--- src/adc_pwr_pkg.sv ---
// Shared constants and types for the converter power and conversion sequencer
package adc_pwr_pkg;
	localparam int          CLK_MHZ          = 200;
	localparam int          CONV_TIME_NS     = 2300;
	localparam int          WAKE_TIME_NS     = 1000;
	localparam int          REF_UP_TIME_US   = 30;
	localparam int          ACQ_GAP_NS       = 100;
	localparam int          CONV_CYCLES      = (CONV_TIME_NS * CLK_MHZ + 999) / 1000;
	localparam int          WAKE_CYCLES      = (WAKE_TIME_NS * CLK_MHZ + 999) / 1000;
	localparam int          REF_UP_CYCLES    = REF_UP_TIME_US * CLK_MHZ;
	localparam int          ACQ_GAP_CYCLES   = (ACQ_GAP_NS * CLK_MHZ + 999) / 1000;
	localparam int          RESULT_W         = 10;
	localparam int          CNT_W            = 16;
	localparam int          SCLK_DIV         = 8;
	localparam logic [1:0]  PSEL_FULL_UP     = 2'h3;
	localparam logic [1:0]  PSEL_FULL_DOWN   = 2'h0;
	localparam logic [1:0]  PSEL_AUTO_PART   = 2'h1;
	localparam logic [1:0]  PSEL_AUTO_FULL   = 2'h2;
	localparam logic [1:0]  PSEL_RESET       = 2'h0;

	typedef enum logic [2:0] {
		PS_OFF     = 3'h0,
		PS_WAKE    = 3'h1,
		PS_IDLE    = 3'h2,
		PS_CONV    = 3'h3,
		PS_ASLEEP  = 3'h4
	} pwr_state_t;

	typedef enum logic [1:0] {
		HS_IDLE    = 2'h0,
		HS_LOW     = 2'h1,
		HS_WAIT    = 2'h2,
		HS_READ    = 2'h3
	} host_state_t;
endpackage

--- src/adc_link_if.sv ---
// Link between the converter sequencer and its host controller
`timescale 1ns/10ps
interface adc_link_if;
	logic                conv_start_n;
	logic                rx_frame_sync;
	logic                sclk;
	logic                dout;
	logic                dout_oe;
	logic [1:0]          power_sel;
	logic                ext_ref_sel;
	logic                power_sel_wr;

	modport device (
		input  conv_start_n,
		input  rx_frame_sync,
		input  sclk,
		input  power_sel,
		input  ext_ref_sel,
		input  power_sel_wr,
		output dout,
		output dout_oe
	);
	modport host (
		output conv_start_n,
		output rx_frame_sync,
		output sclk,
		output power_sel,
		output ext_ref_sel,
		output power_sel_wr,
		input  dout,
		input  dout_oe
	);
endinterface

--- src/adc_pwr_seq.sv ---
// Device end: power states, conversion timing and result shift-out
`timescale 1ns/10ps
module adc_pwr_seq
	import adc_pwr_pkg::*;
#(
	parameter int REF_CYCLES = REF_UP_CYCLES
) (
	input  wire logic                clk_sys_in,
	input  wire logic                reset_in,
	adc_link_if.device               link,
	input  wire logic [RESULT_W-1:0] sample_in,
	output logic                     powered_out,
	output logic                     ref_powered_out,
	output logic                     converting_out,
	output logic [RESULT_W-1:0]      result_out
);
	logic [1:0]           cs_sync_reg, fs_sync_reg, ck_sync_reg;
	logic [1:0]           cs_sync_next, fs_sync_next, ck_sync_next;
	logic                 cs_prev_reg, fs_prev_reg, ck_prev_reg;
	pwr_state_t           state_reg, state_next;
	logic [CNT_W-1:0]     cnt_reg, cnt_next;
	logic                 ref_up_reg, ref_up_next;
	logic                 ref_ok_reg, ref_ok_next;
	logic                 pend_conv_reg, pend_conv_next;
	logic [1:0]           psel_reg, psel_next;
	logic                 ext_ref_sel_reg, ext_ref_sel_next;
	logic [RESULT_W-1:0]  result_reg, result_next;
	logic                 load_pend_reg, load_pend_next;
	logic [RESULT_W-1:0]  shift_reg, shift_next;
	logic                 armed_reg, armed_next;
	logic                 active_reg, active_next;
	logic [3:0]           bit_cnt_reg, bit_cnt_next;
	logic                 dout_reg, dout_next;
	logic                 oe_reg, oe_next;
	logic                 cs_now, cs_rise, cs_fall, fs_rise, ck_rise, load_now;

	assign cs_now  = cs_sync_reg[1];
	assign cs_rise = cs_now & ~cs_prev_reg;
	assign cs_fall = ~cs_now & cs_prev_reg;
	assign fs_rise = fs_sync_reg[1] & ~fs_prev_reg;
	assign ck_rise = ck_sync_reg[1] & ~ck_prev_reg;
	// A load on the first sclk rise would be overwritten by the shift and lost
	assign load_now = load_pend_reg && !active_reg && !(ck_rise && armed_reg);

	always_comb begin
		cs_sync_next = {cs_sync_reg[0], link.conv_start_n};
		fs_sync_next = {fs_sync_reg[0], link.rx_frame_sync};
		ck_sync_next = {ck_sync_reg[0], link.sclk};
	end

	// Power and conversion sequencing
	always_comb begin
		state_next     = state_reg;
		cnt_next       = cnt_reg;
		ref_up_next    = ref_up_reg;
		ref_ok_next    = ref_ok_reg;
		pend_conv_next = pend_conv_reg;
		psel_next      = psel_reg;
		ext_ref_sel_next    = ext_ref_sel_reg;
		result_next    = result_reg;
		load_pend_next = load_pend_reg;
		if (link.power_sel_wr) begin
			psel_next   = link.power_sel;
			ext_ref_sel_next = link.ext_ref_sel;
		end
		// Clear first so that a conversion ending in the same cycle re-arms the load
		if (load_now)
			load_pend_next = 1'b0;
		unique case (state_reg)
			PS_OFF: begin
				// Full power-down drops the reference; a long sleep must re-warm it
				ref_ok_next = 1'b0;
				if (psel_reg == PSEL_FULL_UP) begin
					state_next  = PS_WAKE;
					cnt_next    = '0;
					ref_up_next = 1'b0;
				end
			end
			PS_WAKE: begin
				cnt_next = cnt_reg + 1'b1;
				if (cs_fall)
					pend_conv_next = 1'b1;
				// External reference or a warm reference needs only the short wake
				if ((ext_ref_sel_reg || ref_ok_reg) && cnt_reg >= CNT_W'(WAKE_CYCLES - 1)) begin
					ref_up_next = 1'b1;
				end else if (cnt_reg >= CNT_W'(REF_CYCLES - 1)) begin
					ref_up_next = 1'b1;
					ref_ok_next = 1'b1;
				end
				if (ref_up_reg) begin
					cnt_next       = '0;
					pend_conv_next = 1'b0;
					state_next     = (pend_conv_reg || cs_fall) ? PS_CONV : PS_IDLE;
				end
			end
			PS_IDLE: begin
				if (psel_reg == PSEL_FULL_DOWN)
					state_next = PS_OFF;
				else if (cs_fall) begin
					state_next = PS_CONV;
					cnt_next   = '0;
				end
			end
			PS_CONV: begin
				cnt_next = cnt_reg + 1'b1;
				if (cnt_reg == CNT_W'(CONV_CYCLES - 1)) begin
					cnt_next       = '0;
					load_pend_next = 1'b1;
					result_next    = sample_in;
					state_next     = PS_IDLE;
					if (!cs_now && psel_reg == PSEL_AUTO_FULL) begin
						state_next  = PS_ASLEEP;
						ref_ok_next = ~ext_ref_sel_reg;
					end else if (!cs_now && psel_reg == PSEL_AUTO_PART) begin
						state_next  = PS_ASLEEP;
						ref_ok_next = 1'b1;
					end else if (psel_reg == PSEL_FULL_DOWN) begin
						state_next = PS_OFF;
					end
				end
			end
			PS_ASLEEP: begin
				if (psel_reg == PSEL_FULL_DOWN)
					state_next = PS_OFF;
				else if (psel_reg == PSEL_FULL_UP || cs_rise) begin
					state_next  = PS_WAKE;
					cnt_next    = '0;
					ref_up_next = 1'b0;
				end
			end
			default: state_next = PS_OFF;
		endcase
	end

	// Serial shift-out keeps running in every power state
	always_comb begin
		shift_next   = shift_reg;
		armed_next   = armed_reg;
		active_next  = active_reg;
		bit_cnt_next = bit_cnt_reg;
		dout_next    = dout_reg;
		oe_next      = oe_reg;
		if (load_now)
			shift_next = result_reg;
		if (fs_rise) begin
			armed_next  = 1'b1;
			active_next = 1'b0;
			oe_next     = 1'b0;
		end else if (ck_rise && armed_reg) begin
			armed_next   = 1'b0;
			active_next  = 1'b1;
			oe_next      = 1'b1;
			dout_next    = shift_reg[RESULT_W-1];
			shift_next   = {shift_reg[RESULT_W-2:0], 1'b0};
			bit_cnt_next = 4'h1;
		end else if (ck_rise && active_reg) begin
			if (bit_cnt_reg == 4'(RESULT_W)) begin
				// Tristate on the eleventh edge; result restored for a re-read
				active_next = 1'b0;
				oe_next     = 1'b0;
				shift_next  = result_reg;
			end else begin
				dout_next    = shift_reg[RESULT_W-1];
				shift_next   = {shift_reg[RESULT_W-2:0], 1'b0};
				bit_cnt_next = bit_cnt_reg + 4'h1;
			end
		end
	end

	always_ff @(posedge clk_sys_in) begin
		if (reset_in) begin
			cs_sync_reg   <= 2'h3;
			fs_sync_reg   <= 2'h0;
			ck_sync_reg   <= 2'h0;
			cs_prev_reg   <= 1'b1;
			fs_prev_reg   <= 1'b0;
			ck_prev_reg   <= 1'b0;
			state_reg     <= PS_OFF;
			cnt_reg       <= '0;
			ref_up_reg    <= 1'b0;
			ref_ok_reg    <= 1'b0;
			pend_conv_reg <= 1'b0;
			psel_reg      <= PSEL_RESET;
			ext_ref_sel_reg    <= 1'b0;
			result_reg    <= '0;
			load_pend_reg <= 1'b0;
			shift_reg     <= '0;
			armed_reg     <= 1'b0;
			active_reg    <= 1'b0;
			bit_cnt_reg   <= 4'h0;
			dout_reg      <= 1'b0;
			oe_reg        <= 1'b0;
		end else begin
			cs_sync_reg   <= cs_sync_next;
			fs_sync_reg   <= fs_sync_next;
			ck_sync_reg   <= ck_sync_next;
			cs_prev_reg   <= cs_sync_reg[1];
			fs_prev_reg   <= fs_sync_reg[1];
			ck_prev_reg   <= ck_sync_reg[1];
			state_reg     <= state_next;
			cnt_reg       <= cnt_next;
			ref_up_reg    <= ref_up_next;
			ref_ok_reg    <= ref_ok_next;
			pend_conv_reg <= pend_conv_next;
			psel_reg      <= psel_next;
			ext_ref_sel_reg    <= ext_ref_sel_next;
			result_reg    <= result_next;
			load_pend_reg <= load_pend_next;
			shift_reg     <= shift_next;
			armed_reg     <= armed_next;
			active_reg    <= active_next;
			bit_cnt_reg   <= bit_cnt_next;
			dout_reg      <= dout_next;
			oe_reg        <= oe_next;
		end
	end

	assign link.dout    = dout_reg;
	assign link.dout_oe = oe_reg;

	logic                pwr_out_reg, refp_out_reg, conv_out_reg;
	logic [RESULT_W-1:0] res_out_reg;
	always_ff @(posedge clk_sys_in) begin
		if (reset_in) begin
			pwr_out_reg  <= 1'b0;
			refp_out_reg <= 1'b0;
			conv_out_reg <= 1'b0;
			res_out_reg  <= '0;
		end else begin
			pwr_out_reg  <= (state_next == PS_IDLE) || (state_next == PS_CONV);
			refp_out_reg <= (state_next != PS_OFF) && !ext_ref_sel_next
				&& !(state_next == PS_ASLEEP && psel_next == PSEL_AUTO_FULL);
			conv_out_reg <= (state_next == PS_CONV);
			res_out_reg  <= result_next;
		end
	end
	assign powered_out     = pwr_out_reg;
	assign ref_powered_out = refp_out_reg;
	assign converting_out  = conv_out_reg;
	assign result_out      = res_out_reg;
endmodule

--- src/flat_wrapper.sv ---
// flat-port wrapper written by rule: the top's interface ports become plain ports
module adc_pwr_seq_flat import adc_pwr_pkg::*;
#(
	parameter int REF_CYCLES = REF_UP_CYCLES
)
  (clk_sys_in, reset_in, sample_in, powered_out, ref_powered_out, converting_out, result_out, link_conv_start_n, link_rx_frame_sync, link_sclk, link_power_sel, link_ext_ref_sel, link_power_sel_wr, link_dout, link_dout_oe);
  adc_link_if link_i ();
  input  wire logic clk_sys_in;
  input  wire logic reset_in;
  input  wire logic [RESULT_W-1:0] sample_in;
  output logic powered_out;
  output logic ref_powered_out;
  output logic converting_out;
  output logic [RESULT_W-1:0] result_out;
  input wire logic [$bits(link_i.conv_start_n)-1:0] link_conv_start_n;
  input wire logic [$bits(link_i.rx_frame_sync)-1:0] link_rx_frame_sync;
  input wire logic [$bits(link_i.sclk)-1:0] link_sclk;
  input wire logic [$bits(link_i.power_sel)-1:0] link_power_sel;
  input wire logic [$bits(link_i.ext_ref_sel)-1:0] link_ext_ref_sel;
  input wire logic [$bits(link_i.power_sel_wr)-1:0] link_power_sel_wr;
  output wire logic [$bits(link_i.dout)-1:0] link_dout;
  output wire logic [$bits(link_i.dout_oe)-1:0] link_dout_oe;
  assign link_i.conv_start_n = link_conv_start_n;
  assign link_i.rx_frame_sync = link_rx_frame_sync;
  assign link_i.sclk = link_sclk;
  assign link_i.power_sel = link_power_sel;
  assign link_i.ext_ref_sel = link_ext_ref_sel;
  assign link_i.power_sel_wr = link_power_sel_wr;
  assign link_dout = link_i.dout;
  assign link_dout_oe = link_i.dout_oe;
  adc_pwr_seq #(.REF_CYCLES(REF_CYCLES)) u_core (.clk_sys_in(clk_sys_in), .reset_in(reset_in), .link(link_i), .sample_in(sample_in), .powered_out(powered_out), .ref_powered_out(ref_powered_out), .converting_out(converting_out), .result_out(result_out));
endmodule
--- config.mk ---
export PLATFORM = sky130hd
export DESIGN_NAME = adc_pwr_seq_flat
export DESIGN_NICKNAME = d
export VERILOG_FILES = /design/src/adc_pwr_pkg.sv /design/src/adc_link_if.sv /design/src/adc_pwr_seq.sv /design/src/flat_wrapper.sv
export SDC_FILE = /design/constraint.sdc
export NUM_CORES = 1
export LEC_CHECK = 0
export ABC_AREA = 1
export ABC_CLOCK_PERIOD_IN_PS = 2300
export BUFFER_PORTS_ARGS = -buffer_cell sky130_fd_sc_hd__buf_2
export CORE_MARGIN = 2
export CORE_UTILIZATION = 45
export DETAILED_ROUTE_END_ITERATION = 10
export PLACE_DENSITY = 0.73
export SYNTH_ARGS = -nofsm -noshare
export SYNTH_HDL_FRONTEND = slang
export SYNTH_SLANG_ARGS = --single-unit
--- constraint.sdc ---
create_clock -name clk_sys_in -period 2.3 [get_ports clk_sys_in]
set_input_delay 0.345 -clock clk_sys_in [delete_from_list [all_inputs] [get_ports clk_sys_in]]
set_output_delay 0.345 -clock clk_sys_in [all_outputs]
set_load 0.02 [all_outputs]
# == Word-level counts from Yosys, hierarchy flattened ==
# Index checks and enable logic that the tools add are counted.
# totals
regBits,65
input_bits,19
out_inout_bits,15
# classes
add_sub_neg,2
order_cmp,2
n_eq_ne,24
muxes,54
n_bitwise,10
reduce_logical,37
# ops
cell,n
$mux 16,7
$pmux 16 s5,1
$mux 10,5
$mux 3,9
$mux 1,24
$add 16x1->16 const B,1
$eq 16x9->1 const B,1
$ge 16x13->1 const B,1
$ge 16x8->1 const B,1
$pmux 3 s5,1
$eq 3x2->1 const B,4
$mux 4,3
$ne 2x1->1 const B,6
$logic_and 1x1->1,10
$reduce_and 5->1,2
$reduce_bool 3->1,3
$reduce_bool 2->1,4
$eq 2x2->1 const B,3
$eq 3x3->1 const B,2
$ne 2x2->1 const B,3
$ne 3x1->1 const B,2
$not 1->1,6
$pmux 1 s3,2
$reduce_and 2->1,3
14 further kinds,25

# == Longest topological paths before layout ==
# logic_depth
word_depth,10
depth_mapped,12
mapped_depth_nobuf,12

# == Worst setup path before layout ==
# No wires, ideal clock.
# synth_path
kind,reg-to-reg
startpoint,reg u_core.bit_cnt_reg[0]
endpoint,reg u_core.shift_reg[9]
arrival_ps,1348
setup_slack_ps,836
stages_incl_launch_ff,10
synth_period_minus_slack_ps,1464
path_cell_list,dfxtp_1 -> inv_1 -> ha_1 -> nand2_1 -> nor2_2 -> nand2_2 -> nor2_1 -> nand2_1 -> o211ai_1 -> nor2_1
# synth_via
elab_chain_len,5
# synth_rtl
element,line_no,rtl
from (decl),adc_pwr_seq.sv:32,"logic [3:0] bit_cnt_reg, bit_cnt_next;"
from (signal assigned),adc_pwr_seq.sv:212,bit_cnt_reg <= bit_cnt_next;
$eq 4x4->1,adc_pwr_seq.sv:157,if (bit_cnt_reg == 4'(RESULT_W)) begin
$mux 10,adc_pwr_seq.sv:157,
$mux 10,adc_pwr_seq.sv:156,end else if (ck_rise && active_reg) begin
$mux 10,adc_pwr_seq.sv:149,end else if (ck_rise && armed_reg) begin
$mux 10,adc_pwr_seq.sv:145,if (fs_rise) begin
to (signal assigned),adc_pwr_seq.sv:209,shift_reg <= shift_next;
to (decl),adc_pwr_seq.sv:29,"logic [RESULT_W-1:0] shift_reg, shift_next;"
# No other way between the ends.
# A chain may end at the register's enable or synchronous reset.

# == Worst setup path in the final report ==
# layout_path
startpoint,reg u_core.state_reg[1]
endpoint,reg u_core.cnt_reg[8]
# layout_via
elab_chain_len,3
word_cells_on_any_way,13
cone_classes,eq/ne: 9; mux: 1; reduce/logical: 3
# layout_rtl
element,line_no,rtl
from (decl),adc_pwr_seq.sv:20,"pwr_state_t state_reg, state_next;"
from (signal assigned),adc_pwr_seq.sv:200,state_reg <= state_next;
"$eq 3x1->1, or another cell as far along",adc_pwr_seq.sv:69,unique case (state_reg)
"$reduce_bool 5->1 (no line), or another cell as far along",n/a,
$reduce_and 6->1 (no line),n/a,
to (signal assigned),adc_pwr_seq.sv:201,cnt_reg <= cnt_next;
to (decl),adc_pwr_seq.sv:21,"logic [CNT_W-1:0] cnt_reg, cnt_next;"
# Parallel ways exist; a longest one is shown, timed or not.

==> flow_summary_export.csv <==
group,metric,value,unit
synth,synth_top_area_frac,0.384,
hold_path,hold_depth,2,
power,max-vdd-ir-drop,0.426,mV
sta,worst_pin_slew,0.445,ns
routing,drt_pass1_iterations,5,
floorplanning,die_x,90.8,um
global_routing,antenna_found_initial,0,
run_status,status,"finished, final reports clean",
placed_design,dp.final_hpwl,5.74,mm
global_routing,overflow,0,
clocking,clock_path_buffers,2,
final_layout,final_cells,670,
sta,fin_ws,0.533,ns
sta,max-slew-margin-rel,0.703,
sta,period_minus_slack,1.77,ns
floorplanning,initial_core_util,0.467,
routing,routed_via_density,5.06,
clocking,cts_max_level,3,
placed_design,dpl_worst_slack,0.580,ns
sta,slew_viol_final,0,
routing,drc,0,
final_layout,areaGrowthSynthToFinish,14.9,%
synth,yosys-top-cells-area,"dfxtp_1 (38%), nand2_1 (12%), nor2_1 (11%)",
synth,synth_warnings,0,
clocking,cts_buffers,9,
floorplanning,core,7250,um2
final_layout,largest_reg_flops,16,
clocking,cts_tree,"yes",
floorplanning,dieArea,8240,um2
clocking,insertion_delay,0.34,ns
routing,antenna_left,0,
global_routing,grt_max_degree,21,
routing,drt_first_iter_violations,249,
synth,synthFlopType,"dfxtp_1",
routing,num_vias,3391,
synth,synth-seq-cells,65,
global_routing,first_global_vias,2928,
placed_design,gpl.final_weighted_congestion,0.913,
hold_path,hold_path_class,"input pin to flip-flop",
placed_design,portBuffers,33,
clocking,clk_pin_slew_worst_paths,0.07,ns
global_routing,grt_pass1_wl,13.2,mm
power,power_density,612,nW/um2
floorplanning,fp-row-count,31,
critical_path,cp.required,2.54,ns
run,maxCapViolations,0,
final_layout,num_antenna_cells,0,
clocking,cts_root_buf,"clkbuf_8",
critical_path,path_class,"flip-flop to flip-flop",
synth,yosysTopAreaCell,"dfxtp_1",
floorplanning,fp.dieH,90.8,um
synth,async_flop_share,0,
synth,synthDistinctLibCells,30,
routing,wl_per_cell,11.8,um
sta,hold_viol_final,0,
clocking,holdBufCountCts,0,
floorplanning,ios,34,
final_layout,drive_gt1_frac,0.133,
synth,synthCells,527,
global_routing,grt_use_total,0.196,
synth,synth_nets,549,
synth,yosysSeqAreaShare,0.384,
synth,synth.avg_cell_area,6.43,um2
sta,setup_tns,0,ns
clocking,post_cts_buffers,0,
sta,fin_worst_skew,0.0129,ns
routing,routed_wl,7.88,mm
synth,syn-cell-area,3390,um2
clocking,cts-resized-gates,0,
placed_design,placed_cells,654,
sta,timing.fmax,0.566,GHz
power,power.leakage,1.84,nW
sta,hold_slack,0.185,ns
final_layout,finalNetCount,588,
critical_path,reg2reg_depth,11,
synth,synth_edf_count,0,
critical_path,startpoint_type,"flip-flop",
critical_path,crit_path_max_fanout,14,
critical_path,crit_path_end_kind,"flip-flop",
sta,period_share,0.768,
sta,setup_viol,0,
clocking,cts.sinks,65,
critical_path,arrival,2.01,ns
sta,grt_setup_unrepaired,"no",
## layout by cell type, fill, tap and decap left out, types with 4 or more instances in the layout
cell / instances
clkbuf_8: 9
buf_2: 33
dfxtp_1: 65
nor2_2: 5
nand2_2: 5
nor3_1: 6
buf_4: 5
nand4_1: 13
inv_1: 72
nand2_1: 111
o21ai_0: 40
nor2_1: 96
o22ai_1: 4
a31oi_1: 4
inv_2: 4
a21oi_1: 24
nand3_1: 45
## kinds of logic (layout without fill, tap and decap cells)
kind of cell | Yosys count | count (layout) | share of synthesized area
fa+ha+maj | 3 | 3 | 0.0111
simple gates | 292 | 292 | 0.375
buf+inv | 86 | 130 | 0.0986
xor+xnor | 2 | 2 | 0.00517
compound gates | 79 | 79 | 0.126
flops | 65 | 65 | 0.384
## cell usage after synthesis (all sizes together), types with 3 or more instances
cell      n
nor3      9
o21bai    3
o21ai    40
nor2    102
dfxtp    65
buf       5
ha        3
nand3    46
a21oi    24
clkbuf    5
nand4    13
a31oi     4
o22ai     4
inv      76
nand2   117
o211ai    3
## report_power, final
group | leakage (nW) | total, mW | internal (mW) | switching [mW]
Sequential | 0.526 | 1.15 | 1.14 | 0.0115
Clock | 0.110 | 1.10 | 0.619 | 0.478
Combinational | 1.20 | 0.131 | 0.0472 | 0.0842
## layer usage
metal / GRT usage / routed length, um / vias up
met5: 0 / 0 / -
met4: 0.0885 / 159 / 0
met3: 0.0317 / 430 / 17
met1: 0.265 / 3840 / 1488
met2: 0.305 / 3450 / 113
li1: - / - / 1773
## critical path: stages, from the launching register on
cell and delay, ns:
dfxtp_1 0.46, nor2_1 0.14, nand2_1 0.09, inv_1 0.06
nand2_2 0.06, nand2_2 0.08, nor2_4 0.29, nand3_2 0.17
nand2_4 0.15, inv_2 0.07, nand3_1 0.06, inv_1 0.04
## final timing paths
| path | start | end | slack, ns |
|---|---|---|---|
| worst min register to register | u_core.ck_sync_reg[0] | u_core.ck_sync_reg[1] | 0.41 |
| worst max register to register | u_core.state_reg[1] | u_core.cnt_reg[8] | 0.53 |
| worst min-delay path | link_conv_start_n | u_core.cs_sync_reg[0] | 0.18 |
| worst max-delay path | u_core.state_reg[1] | u_core.cnt_reg[8] | 0.53 |
## final cells by class
cell class                      instances  area, um2
Fill cell                             730       3360
Multi-Input combinational cell        376       1750
Sequential cell                        65       1300
Inverter                               76        285
Timing Repair Buffer                   38        203
Clock buffer                            9        124
Tap cell                               99        124
Clock inverter                          7        103
## stage by stage
step                instance area (um2)   util  power (mW)
floorplan                          3390      -        1.27
global placement                   3660  0.505        1.31
detailed placement                 3660  0.505        1.31
CTS                                3890  0.536        2.39
global route                       3890  0.536        2.47
finish                             3890  0.536        2.38
Note: power is estimated with default switching activity, not from simulation.
